## config.mk

```make
export PLATFORM = sky130hd
export DESIGN_NAME = csa_adapter
export DESIGN_NICKNAME = d
export VERILOG_FILES = /design/src/shared/csa_pkg.sv /design/src/core/csa_keep_map.sv /design/src/core/csa_adapter.sv
export SDC_FILE = /design/constraint.sdc
export NUM_CORES = 2
export LEC_CHECK = 0
export BUFFER_PORTS_ARGS = -buffer_cell sky130_fd_sc_hd__buf_2
export CAP_MARGIN = 40
export CORE_AREA = 2 2 510 512
export DETAILED_ROUTE_END_ITERATION = 7
export DIE_AREA = 0 0 512 514
export GPL_TIMING_DRIVEN = 0
export PLACE_DENSITY_LB_ADDON = 0.25
export SYNTH_ARGS = -nofsm -noshare
export SYNTH_HDL_FRONTEND = slang
export SYNTH_SLANG_ARGS = --single-unit
```

## constraint.sdc

```tcl
create_clock -name mclk -period 4.8 [get_ports mclk]
set_input_delay 1.2 -clock mclk [delete_from_list [all_inputs] [get_ports mclk]]
set_output_delay 1.2 -clock mclk [all_outputs]
set_load 0.02 [all_outputs]
```

## src/shared/csa_pkg.sv

```systemverilog
// shared constants and carriers of the completion stream adapter
// assumes one user clock; the 256-bit beat is the only width with straddling
package csa_pkg;
  localparam int DATA_W = 256;
  localparam int KEEP_W = DATA_W / 32;
  localparam int STRB_W = DATA_W / 8;
  localparam int RC_SB_W = 75;
  localparam int CC_SB_W = 33;
  // completion sideband fields, and the dword offset of the upper half beat
  localparam int SB_BYTE_EN_LSB = 0;
  localparam int SB_FIRST_START = 32;
  localparam int SB_SECOND_START = 33;
  localparam int SB_FIRST_END_LSB = 34;
  localparam int SB_SECOND_END_LSB = 38;
  localparam int SB_DISCONTINUE = 41;
  localparam int HALF_DW = 4;
  // descriptor bits within a beat, and the completer sideband discontinue bit
  localparam int DESC_POISON = 46;
  localparam int DESC_ECRC = 95;
  localparam int DESC_BC_LSB = 16;
  localparam int DESC_BC_W = 13;
  localparam int CC_SB_DISCONTINUE = 0;
  // register map, byte addresses
  localparam logic [3:0] ADDR_CTRL = 4'h0;
  localparam logic [3:0] ADDR_RX_FRAMES = 4'h4;
  localparam logic [3:0] ADDR_TX_FRAMES = 4'h8;
  localparam int CTRL_STRADDLE = 0;
  localparam logic CTRL_RESET = 1'b0;
  localparam int CNT_W = 16;

  typedef struct packed {
    logic [DATA_W-1:0] data;
    logic [STRB_W-1:0] strb;
    logic              start;
    logic              frame_end;
    logic [2:0]        end_dword;
    logic              poison;
    logic              err;
  } csa_rx_beat_type;

  typedef struct packed {
    logic [DATA_W-1:0]  data;
    logic [KEEP_W-1:0]  keep;
    logic [CC_SB_W-1:0] sideband;
    logic               last;
  } csa_cc_beat_type;

  typedef enum logic {RX_PASS, RX_SECOND} csa_rx_state_type;
endpackage

```

## src/core/csa_keep_map.sv

```systemverilog
// byte strobes to dword keep, and last dword byte enables from byte count
// assumes strobes are dword-contiguous from bit 0 upward
`timescale 1ns/1ps
module csa_keep_map (
  input  wire logic [csa_pkg::STRB_W-1:0]    strb,
  input  wire logic [csa_pkg::DESC_BC_W-1:0] byte_count,
  output logic [csa_pkg::KEEP_W-1:0] keep,
  output logic [3:0]                 last_be
);
  // one keep bit for each group of four strobes
  genvar gi;
  generate
    for (gi = 0; gi < csa_pkg::KEEP_W; gi++) begin : g_dw
      assign keep[gi] = |strb[4*gi +: 4];
    end
  endgenerate

  // last dword enables from the low byte count bits; none without a dword
  always_comb begin
    case (byte_count[1:0])
      2'h1: last_be = 4'h1;
      2'h2: last_be = 4'h3;
      2'h3: last_be = 4'h7;
      default: last_be = 4'hf;
    endcase
    if (keep == '0) begin
      last_be = 4'h0;
    end
  end
endmodule

```

## src/core/csa_adapter.sv

```systemverilog
// completion stream adapter: completion stream to legacy receive frames,
// legacy transmit beats to completer completions, wishbone control
// assumes both streams and the bus run on mclk; no clock crossing inside
//
// Operation
// - split two straddled completions into two frames
// - start flags from sideband 32, 33 if straddling
// - end flags from 37:34, 41:38 if straddling
// - poison from data 46 on start beats, from data 174 for an upper packet
// - last dword enables from keep and count
// - four byte strobes make one keep bit
// - ecrc 95, poison 46, abort to discontinue
`timescale 1ns/1ps
module csa_adapter (
  input  wire logic                           mclk,
  input  wire logic                           nrst,
  // wishbone slave
  input  wire logic                           wb_cyc_i,
  input  wire logic                           wb_stb_i,
  input  wire logic                           wb_we_i,
  input  wire logic [3:0]                     wb_adr_i,
  input  wire logic [3:0]                     wb_sel_i,
  input  wire logic [31:0]                    wb_dat_i,
  output logic [31:0]                         wb_dat_o,
  output logic                                wb_ack_o,
  // completion stream from the core
  input  wire logic [csa_pkg::DATA_W-1:0]     completion_data,
  input  wire logic [csa_pkg::KEEP_W-1:0]     completion_dword_keep,
  input  wire logic [csa_pkg::RC_SB_W-1:0]    completion_sideband,
  input  wire logic                           completion_valid,
  output logic                                completion_ready,
  // legacy receive frames to user logic
  output csa_pkg::csa_rx_beat_type            legacy_rx,
  output logic                                legacy_rx_valid,
  input  wire logic                           legacy_rx_ready,
  // legacy transmit beats from user logic
  input  wire logic [csa_pkg::DATA_W-1:0]     legacy_tx_data,
  input  wire logic [csa_pkg::STRB_W-1:0]     legacy_tx_strb,
  input  wire logic                           legacy_tx_last,
  input  wire logic                           legacy_tx_ecrc,
  input  wire logic                           legacy_tx_poison,
  input  wire logic                           legacy_tx_abort,
  input  wire logic                           legacy_tx_valid,
  output logic                                legacy_tx_ready,
  // completer completion stream to the core
  output csa_pkg::csa_cc_beat_type            completer,
  output logic [3:0]                          completer_last_be,
  output logic                                completer_valid,
  input  wire logic                           completer_ready
);
  logic                       straddle_reg, straddle_next;
  logic [csa_pkg::CNT_W-1:0]  rx_cnt_reg, rx_cnt_next;
  logic [csa_pkg::CNT_W-1:0]  tx_cnt_reg, tx_cnt_next;
  logic [31:0]                dat_reg, dat_next;
  logic                       ack_reg, ack_next;
  csa_pkg::csa_rx_state_type  rx_state_reg, rx_state_next;
  csa_pkg::csa_rx_beat_type   rx_out_reg, rx_out_next;
  logic                       rx_v_reg, rx_v_next;
  logic [csa_pkg::DATA_W-1:0] hold_data_reg, hold_data_next;
  logic [csa_pkg::KEEP_W-1:0] hold_keep_reg, hold_keep_next;
  logic [csa_pkg::RC_SB_W-1:0] hold_sb_reg, hold_sb_next;
  csa_pkg::csa_cc_beat_type   cc_reg, cc_next;
  logic [3:0]                 last_be_reg, last_be_next;
  logic                       cc_v_reg, cc_v_next;
  logic                       tx_first_reg, tx_first_next;
  logic [csa_pkg::DESC_BC_W-1:0] bc_reg, bc_next;
  logic [csa_pkg::DESC_BC_W-1:0] bc_src;
  logic [csa_pkg::KEEP_W-1:0] map_keep;
  logic [3:0]                 map_last_be;
  logic                       rx_adv, tx_adv, split;

  // build one legacy frame beat; kind 0 whole beat, 1 lower packet, 2 upper packet
  function automatic csa_pkg::csa_rx_beat_type frame(
    input logic [csa_pkg::DATA_W-1:0]  d,
    input logic [csa_pkg::KEEP_W-1:0]  k,
    input logic [csa_pkg::RC_SB_W-1:0] sb,
    input logic                        strad,
    input logic [1:0]                  kind
  );
    csa_pkg::csa_rx_beat_type b;
    logic s0, s1, e0v, e1v;
    logic [2:0] e0p, e1p;
    logic [csa_pkg::KEEP_W-1:0] dwm;
    b = '0;
    s0 = sb[csa_pkg::SB_FIRST_START];
    s1 = strad & sb[csa_pkg::SB_SECOND_START];
    e0v = sb[csa_pkg::SB_FIRST_END_LSB];
    e0p = sb[csa_pkg::SB_FIRST_END_LSB+1 +: 3];
    e1v = strad & sb[csa_pkg::SB_SECOND_END_LSB];
    e1p = sb[csa_pkg::SB_SECOND_END_LSB+1 +: 3];
    dwm = k;
    b.data = d;
    b.err = sb[csa_pkg::SB_DISCONTINUE];
    case (kind)
      2'h1: begin
        // lower packet ends inside the beat
        for (int i = 0; i < csa_pkg::KEEP_W; i++) begin
          if (i > int'(e0p)) begin
            dwm[i] = 1'b0;
          end
        end
        b.start = s0;
        b.frame_end = 1'b1;
        b.end_dword = e0p;
        b.poison = s0 & d[csa_pkg::DESC_POISON];
      end
      2'h2: begin
        // upper packet starts at the half-beat dword
        for (int i = 0; i < csa_pkg::HALF_DW; i++) begin
          dwm[i] = 1'b0;
        end
        b.start = 1'b1;
        b.frame_end = e1v;
        b.end_dword = e1p;
        b.poison = d[csa_pkg::HALF_DW*32 + csa_pkg::DESC_POISON];
      end
      default: begin
        b.start = s0 | s1;
        b.frame_end = e0v | e1v;
        b.end_dword = e0v ? e0p : e1p;
        if (s0) begin
          b.poison = d[csa_pkg::DESC_POISON];
        end else if (s1) begin
          b.poison = d[csa_pkg::HALF_DW*32 + csa_pkg::DESC_POISON];
        end
      end
    endcase
    for (int i = 0; i < csa_pkg::KEEP_W; i++) begin
      b.strb[4*i +: 4] = sb[csa_pkg::SB_BYTE_EN_LSB + 4*i +: 4] & {4{dwm[i]}};
    end
    return b;
  endfunction

  // wishbone: ack one cycle after the strobe, dropped the cycle after
  always_comb begin
    straddle_next = straddle_reg;
    ack_next = wb_cyc_i & wb_stb_i & ~ack_reg;
    dat_next = 32'h0000_0000;
    if (ack_next) begin
      case (wb_adr_i)
        csa_pkg::ADDR_CTRL: begin
          dat_next[csa_pkg::CTRL_STRADDLE] = straddle_reg;
          if (wb_we_i && wb_sel_i[0]) begin
            straddle_next = wb_dat_i[csa_pkg::CTRL_STRADDLE];
          end
        end
        csa_pkg::ADDR_RX_FRAMES: dat_next[csa_pkg::CNT_W-1:0] = rx_cnt_reg;
        csa_pkg::ADDR_TX_FRAMES: dat_next[csa_pkg::CNT_W-1:0] = tx_cnt_reg;
        default: dat_next = 32'h0000_0000; // unmapped reads zero, writes dropped
      endcase
    end
  end

  always_ff @(posedge mclk or negedge nrst) begin
    if (!nrst) begin
      straddle_reg <= csa_pkg::CTRL_RESET;
      ack_reg <= 1'b0;
      dat_reg <= 32'h0000_0000;
    end else begin
      straddle_reg <= straddle_next;
      ack_reg <= ack_next;
      dat_reg <= dat_next;
    end
  end

  assign wb_ack_o = ack_reg;
  assign wb_dat_o = dat_reg;

  // receive: a straddled beat is held and replayed as a second frame
  assign rx_adv = ~rx_v_reg | legacy_rx_ready;
  assign completion_ready = (rx_state_reg == csa_pkg::RX_PASS) & rx_adv;
  assign split = straddle_reg & completion_sideband[csa_pkg::SB_SECOND_START]
               & completion_sideband[csa_pkg::SB_FIRST_END_LSB];

  always_comb begin
    rx_state_next = rx_state_reg;
    rx_out_next = rx_out_reg;
    rx_v_next = rx_v_reg & ~legacy_rx_ready;
    hold_data_next = hold_data_reg;
    hold_keep_next = hold_keep_reg;
    hold_sb_next = hold_sb_reg;
    rx_cnt_next = rx_cnt_reg;
    if (rx_v_reg && legacy_rx_ready && rx_out_reg.frame_end) begin
      rx_cnt_next = rx_cnt_reg + 1'b1;
    end
    case (rx_state_reg)
      csa_pkg::RX_PASS: begin
        if (completion_valid && rx_adv) begin
          rx_v_next = 1'b1;
          if (split) begin
            rx_out_next = frame(completion_data, completion_dword_keep,
                                completion_sideband, 1'b1, 2'h1);
            hold_data_next = completion_data;
            hold_keep_next = completion_dword_keep;
            hold_sb_next = completion_sideband;
            rx_state_next = csa_pkg::RX_SECOND;
          end else begin
            rx_out_next = frame(completion_data, completion_dword_keep,
                                completion_sideband, straddle_reg, 2'h0);
          end
        end
      end
      csa_pkg::RX_SECOND: begin
        if (rx_adv) begin
          rx_v_next = 1'b1;
          rx_out_next = frame(hold_data_reg, hold_keep_reg, hold_sb_reg,
                              1'b1, 2'h2);
          rx_state_next = csa_pkg::RX_PASS;
        end
      end
      default: rx_state_next = csa_pkg::RX_PASS;
    endcase
  end

  always_ff @(posedge mclk or negedge nrst) begin
    if (!nrst) begin
      rx_state_reg <= csa_pkg::RX_PASS;
      rx_out_reg <= '0;
      rx_v_reg <= 1'b0;
      hold_data_reg <= '0;
      hold_keep_reg <= '0;
      hold_sb_reg <= '0;
      rx_cnt_reg <= '0;
    end else begin
      rx_state_reg <= rx_state_next;
      rx_out_reg <= rx_out_next;
      rx_v_reg <= rx_v_next;
      hold_data_reg <= hold_data_next;
      hold_keep_reg <= hold_keep_next;
      hold_sb_reg <= hold_sb_next;
      rx_cnt_reg <= rx_cnt_next;
    end
  end

  assign legacy_rx = rx_out_reg;
  assign legacy_rx_valid = rx_v_reg;

  // byte count comes from the descriptor beat and is kept for the packet
  assign bc_src = tx_first_reg ? legacy_tx_data[csa_pkg::DESC_BC_LSB +: csa_pkg::DESC_BC_W]
                               : bc_reg;

  csa_keep_map u_keep_map (
    .strb       (legacy_tx_strb),
    .byte_count (bc_src),
    .keep       (map_keep),
    .last_be    (map_last_be)
  );

  // transmit: one register stage; ready falls only while the core stalls
  assign tx_adv = ~cc_v_reg | completer_ready;
  assign legacy_tx_ready = tx_adv;

  always_comb begin
    cc_next = cc_reg;
    cc_v_next = cc_v_reg & ~completer_ready;
    last_be_next = last_be_reg;
    tx_first_next = tx_first_reg;
    bc_next = bc_reg;
    tx_cnt_next = tx_cnt_reg;
    if (cc_v_reg && completer_ready && cc_reg.last) begin
      tx_cnt_next = tx_cnt_reg + 1'b1;
    end
    if (tx_adv && legacy_tx_valid) begin
      cc_v_next = 1'b1;
      cc_next.data = legacy_tx_data;
      if (tx_first_reg) begin
        cc_next.data[csa_pkg::DESC_ECRC] = legacy_tx_ecrc;
        cc_next.data[csa_pkg::DESC_POISON] = legacy_tx_poison;
      end
      cc_next.keep = map_keep;
      cc_next.sideband = '0;
      cc_next.sideband[csa_pkg::CC_SB_DISCONTINUE] = legacy_tx_abort;
      cc_next.last = legacy_tx_last;
      last_be_next = legacy_tx_last ? map_last_be : 4'hf;
      bc_next = bc_src;
      tx_first_next = legacy_tx_last;
    end
  end

  always_ff @(posedge mclk or negedge nrst) begin
    if (!nrst) begin
      cc_reg <= '0;
      cc_v_reg <= 1'b0;
      last_be_reg <= 4'h0;
      tx_first_reg <= 1'b1;
      bc_reg <= '0;
      tx_cnt_reg <= '0;
    end else begin
      cc_reg <= cc_next;
      cc_v_reg <= cc_v_next;
      last_be_reg <= last_be_next;
      tx_first_reg <= tx_first_next;
      bc_reg <= bc_next;
      tx_cnt_reg <= tx_cnt_next;
    end
  end

  assign completer = cc_reg;
  assign completer_valid = cc_v_reg;
  assign completer_last_be = last_be_reg;
endmodule

```

==> flow_metrics.env <==
export IMPL_status="complete, no violations"
export IMPL_area_growth_synth_to_final_pct=39.4
export IMPL_grt_pass1_wl_um=260000
export IMPL_synthAdderAreaFrac_pct=0.135
export IMPL_largest_reg_flops=295
export IMPL_ff2ff_setup_slack_ps=1990
export IMPL_ys_flop_type="dfrtp_1"
export IMPL_netlist_area_sq_um=37100
export IMPL_endpoint_kind="output pin"
export IMPL_gp_congestion=0.891
export IMPL_post_cts_repair_setup_buffers=0
export IMPL_synth_cell_types=47
export IMPL_coreArea_sq_um=258000
export IMPL_maxCapViolations=0
export IMPL_max_freq_mhz=256
export IMPL_die_area_sq_um=263000
export IMPL_track_usage_pct=14.0
export IMPL_cp_arrival_ps=2710
export IMPL_crit_chain="buf_2 -> buf_2 -> buf_2 -> buf_1 -> nor2_1 -> buf_2"
export IMPL_cts_buffers=113
export IMPL_synthArstFlopShare_pct=100
export IMPL_ant_nets=0
export IMPL_synthMuxAreaShare_pct=16.6
export IMPL_synth_compound_area_share_pct=5.19
export IMPL_netlist_instances=3279
export IMPL_grtUsageMet1_pct=15.4
export IMPL_clockPowerShare_pct=39.6
export IMPL_die_x_um=512
export IMPL_cts_resized_gates=0
export IMPL_hold_buffers=0
export IMPL_cts_max_path_buffers=3
export IMPL_io_buffers=1197
export IMPL_yosysWarningCount=0
export IMPL_grt_max_degree=115
export IMPL_ys_seq_area_share_pct=60.7
export IMPL_final_max_slew_viol_count=0
export IMPL_clk_insertion_delay_late_ps=770
export IMPL_initial_core_util_pct=14.4
export IMPL_synth_avg_cell_area_sq_um=11.3
export IMPL_swShare_pct=32.0
export IMPL_hold_viol=0
export IMPL_cpLargestDelayFamily="buffers and inverters"
export IMPL_rows=187
export IMPL_hp_class="primary input to asynchronous set/reset pin"
export IMPL_clock_sinks=901
export IMPL_drc=0
export IMPL_grt_pass1_vias=31500
export IMPL_firstDrtPassIters=5
export IMPL_startpoint="rx_state_reg"
export IMPL_drive_gt1_share_pct=38.9
export IMPL_first_iter_violations=1951
export IMPL_met2_usage_pct=23.9
export IMPL_power_leakage_nw=25.8
export IMPL_synth_top_family_by_area="multiplexers"
export IMPL_cts_root_buf="clkbuf_16"
export IMPL_skew_ps=45.9
export IMPL_critPathRequiredTime_ps=3600
export IMPL_setup_worst_path_class="flop to output pin"
export IMPL_dp_cells=7944
export IMPL_antenna_found_initial=92
export IMPL_tightest_slew_ps=913
export IMPL_fin_crit_ps=3910
export IMPL_die_y_um=514
export IMPL_synth_xor_area_share_pct=0.708
export IMPL_finalSetupViolCount=0
export IMPL_start_kind="flop"
export IMPL_dpl_cell_area_sq_um=48000
export IMPL_worst_path_most_repeated_cell="buf_2"
export IMPL_yosysTopAreaCell="dfrtp_1"
export IMPL_synth_area_leaders="dfrtp_1, nand2_1, mux2i_1, mux2_2, mux2_4"
export IMPL_cp_max_fo=10
export IMPL_p_seq_share_pct=42.1
export IMPL_worst_r2r_endpoint="completer[204]"
export IMPL_max_stage_delay_ps=500
export IMPL_cp_num_buf_inv=5
export IMPL_mostFrequentLayoutCell="buf_2"
export IMPL_grt_overflow_total=0
export IMPL_fillers=28600
export IMPL_cts_max_level=3
export IMPL_drt_wl_total_um=190000
export IMPL_synth_edf_count=0
export IMPL_synth_top_cell_area_share_pct=60.7
export IMPL_layout_common_cells="buf_2, nand2_1, dfrtp_1"
export IMPL_nets=5341
export IMPL_power_frac_comb_pct=18.3
export IMPL_yosys_register_bits=901
export IMPL_switching_power_mw=6.90
export IMPL_rsz0062_at_grt="false"
export IMPL_vias=30200
export IMPL_maxSlewHeadroom_pct=39.1
export IMPL_synthSimpleGateAreaFrac_pct=12.6
export IMPL_cts_tree="yes"
export IMPL_met3_usage_pct=5.95
export IMPL_setup_tns_final_ps=0
export IMPL_ios=1314
export IMPL_instances_no_fill=8194
export IMPL_r2r_start="completer_valid"
export IMPL_period_share_pct=81.5
export IMPL_worstRegToRegCells=7
export IMPL_dpl_hpwl_um=154000
export IMPL_internal_power_mw=14.7
export IMPL_drt_vias_per_instance=3.69
export IMPL_wl_per_cell_um=23.2
export IMPL_clk_pin_slew_worst_paths_ps=60
export IMPL_crit_slowest_cell="buf_1"
export IMPL_power_density_nw_per_um2=417
export IMPL_fin_area_sq_um=51700
export IMPL_peakVddDrop_mv=0.281
export IMPL_top_usage_layer="met2"
-- final cells by class --
class / count / area, sq um / area share, %
timing repair buffer: 1216 / 6390 / 12.3
sequential: 901 / 22500 / 43.6
antenna: 42 / 105 / 0.203
inverter: 6 / 22.5 / 0.0435
clock buffer: 167 / 3270 / 6.32
clock inverter: 41 / 405 / 0.783
multi-input combinational: 2177 / 13300 / 25.7
tap: 3402 / 4260 / 8.23
buffer: 242 / 1460 / 2.82
-- worst max path at each step --
| stage | to | slack [ps] | depth (start not counted) |
|---|---|---|---|
| final | completion_ready | 890 | 6 |
| after global routing | completion_ready | 680 | 6 |
| after CTS | completion_ready | 760 | 6 |
| after detailed placement | hold_data_reg[196] | 910 | 5 |
| after global placement | hold_data_reg[196] | -19560 | 1 |
| after floorplan | completion_ready | 2080 | 2 |
-- routing by layer --
layer  routed length [um]  vias to the layer above
met5                  350                        -
met4                 7070                       56
met3                19400                      322
met1                71400                    15100
li1                     -                    13600
met2                92200                     1160
-- power groups by stage --
stage | registers (mW) | logic, mW | clock network [mW]
2_1_floorplan | 9.88 | 1.20 | 0
6_report | 9.10 | 3.94 | 8.56
3_5_place_dp | 9.21 | 4.02 | 0
4_1_cts | 9.10 | 4.03 | 8.88
5_1_grt | 9.21 | 4.28 | 9.17
3_3_place_gp | 9.21 | 3.97 | 0
-- kinds of logic (layout without fill, tap and decap cells) --
group / after synthesis / count (layout)
XOR/XNOR: 30 / 30
AND/OR/NAND/NOR: 1197 / 1197
adder cells (fa/ha/maj): 4 / 4
other: 1 / 90
buffers and inverters: 248 / 1672
flip-flops: 901 / 901
multiplexers: 547 / 547
AO/OA/AOI/OAI: 351 / 351
-- synth_stat cells (2+ instances only) --
library cell	count
a22oi_1	16
nand3_1	15
nor2_1	55
buf_4	50
nor4_1	9
and2_1	4
and3_1	9
dfrtp_1	900
ha_1	4
clkbuf_1	74
mux2_4	89
o21ai_1	162
buf_1	2
mux2i_1	264
a21oi_1	25
a32oi_1	16
xnor2_1	21
xor2_1	9
nand2b_1	5
a311oi_1	2
inv_1	6
buf_6	35
o21ai_0	114
nor3_1	6
nand4_1	12
nand2_1	1068
nor2b_1	2
mux2_2	194
a22o_1	12
and4_1	2
buf_2	81
-- per-stage QoR --
stage | utilization, % | setup slack (ps) | hold slack, ps | power, mW
2_1_floorplan | - | 2080 | 442 | 11.1
3_3_place_gp | 18.4 | -19560 | 454 | 13.2
3_5_place_dp | 18.6 | 910 | 456 | 13.2
4_1_cts | 20.0 | 765 | 376 | 22.0
5_1_grt | 20.0 | 676 | 435 | 22.7
6_report | 20.0 | 889 | 441 | 21.6
Power figures use the tool's default switching activity.
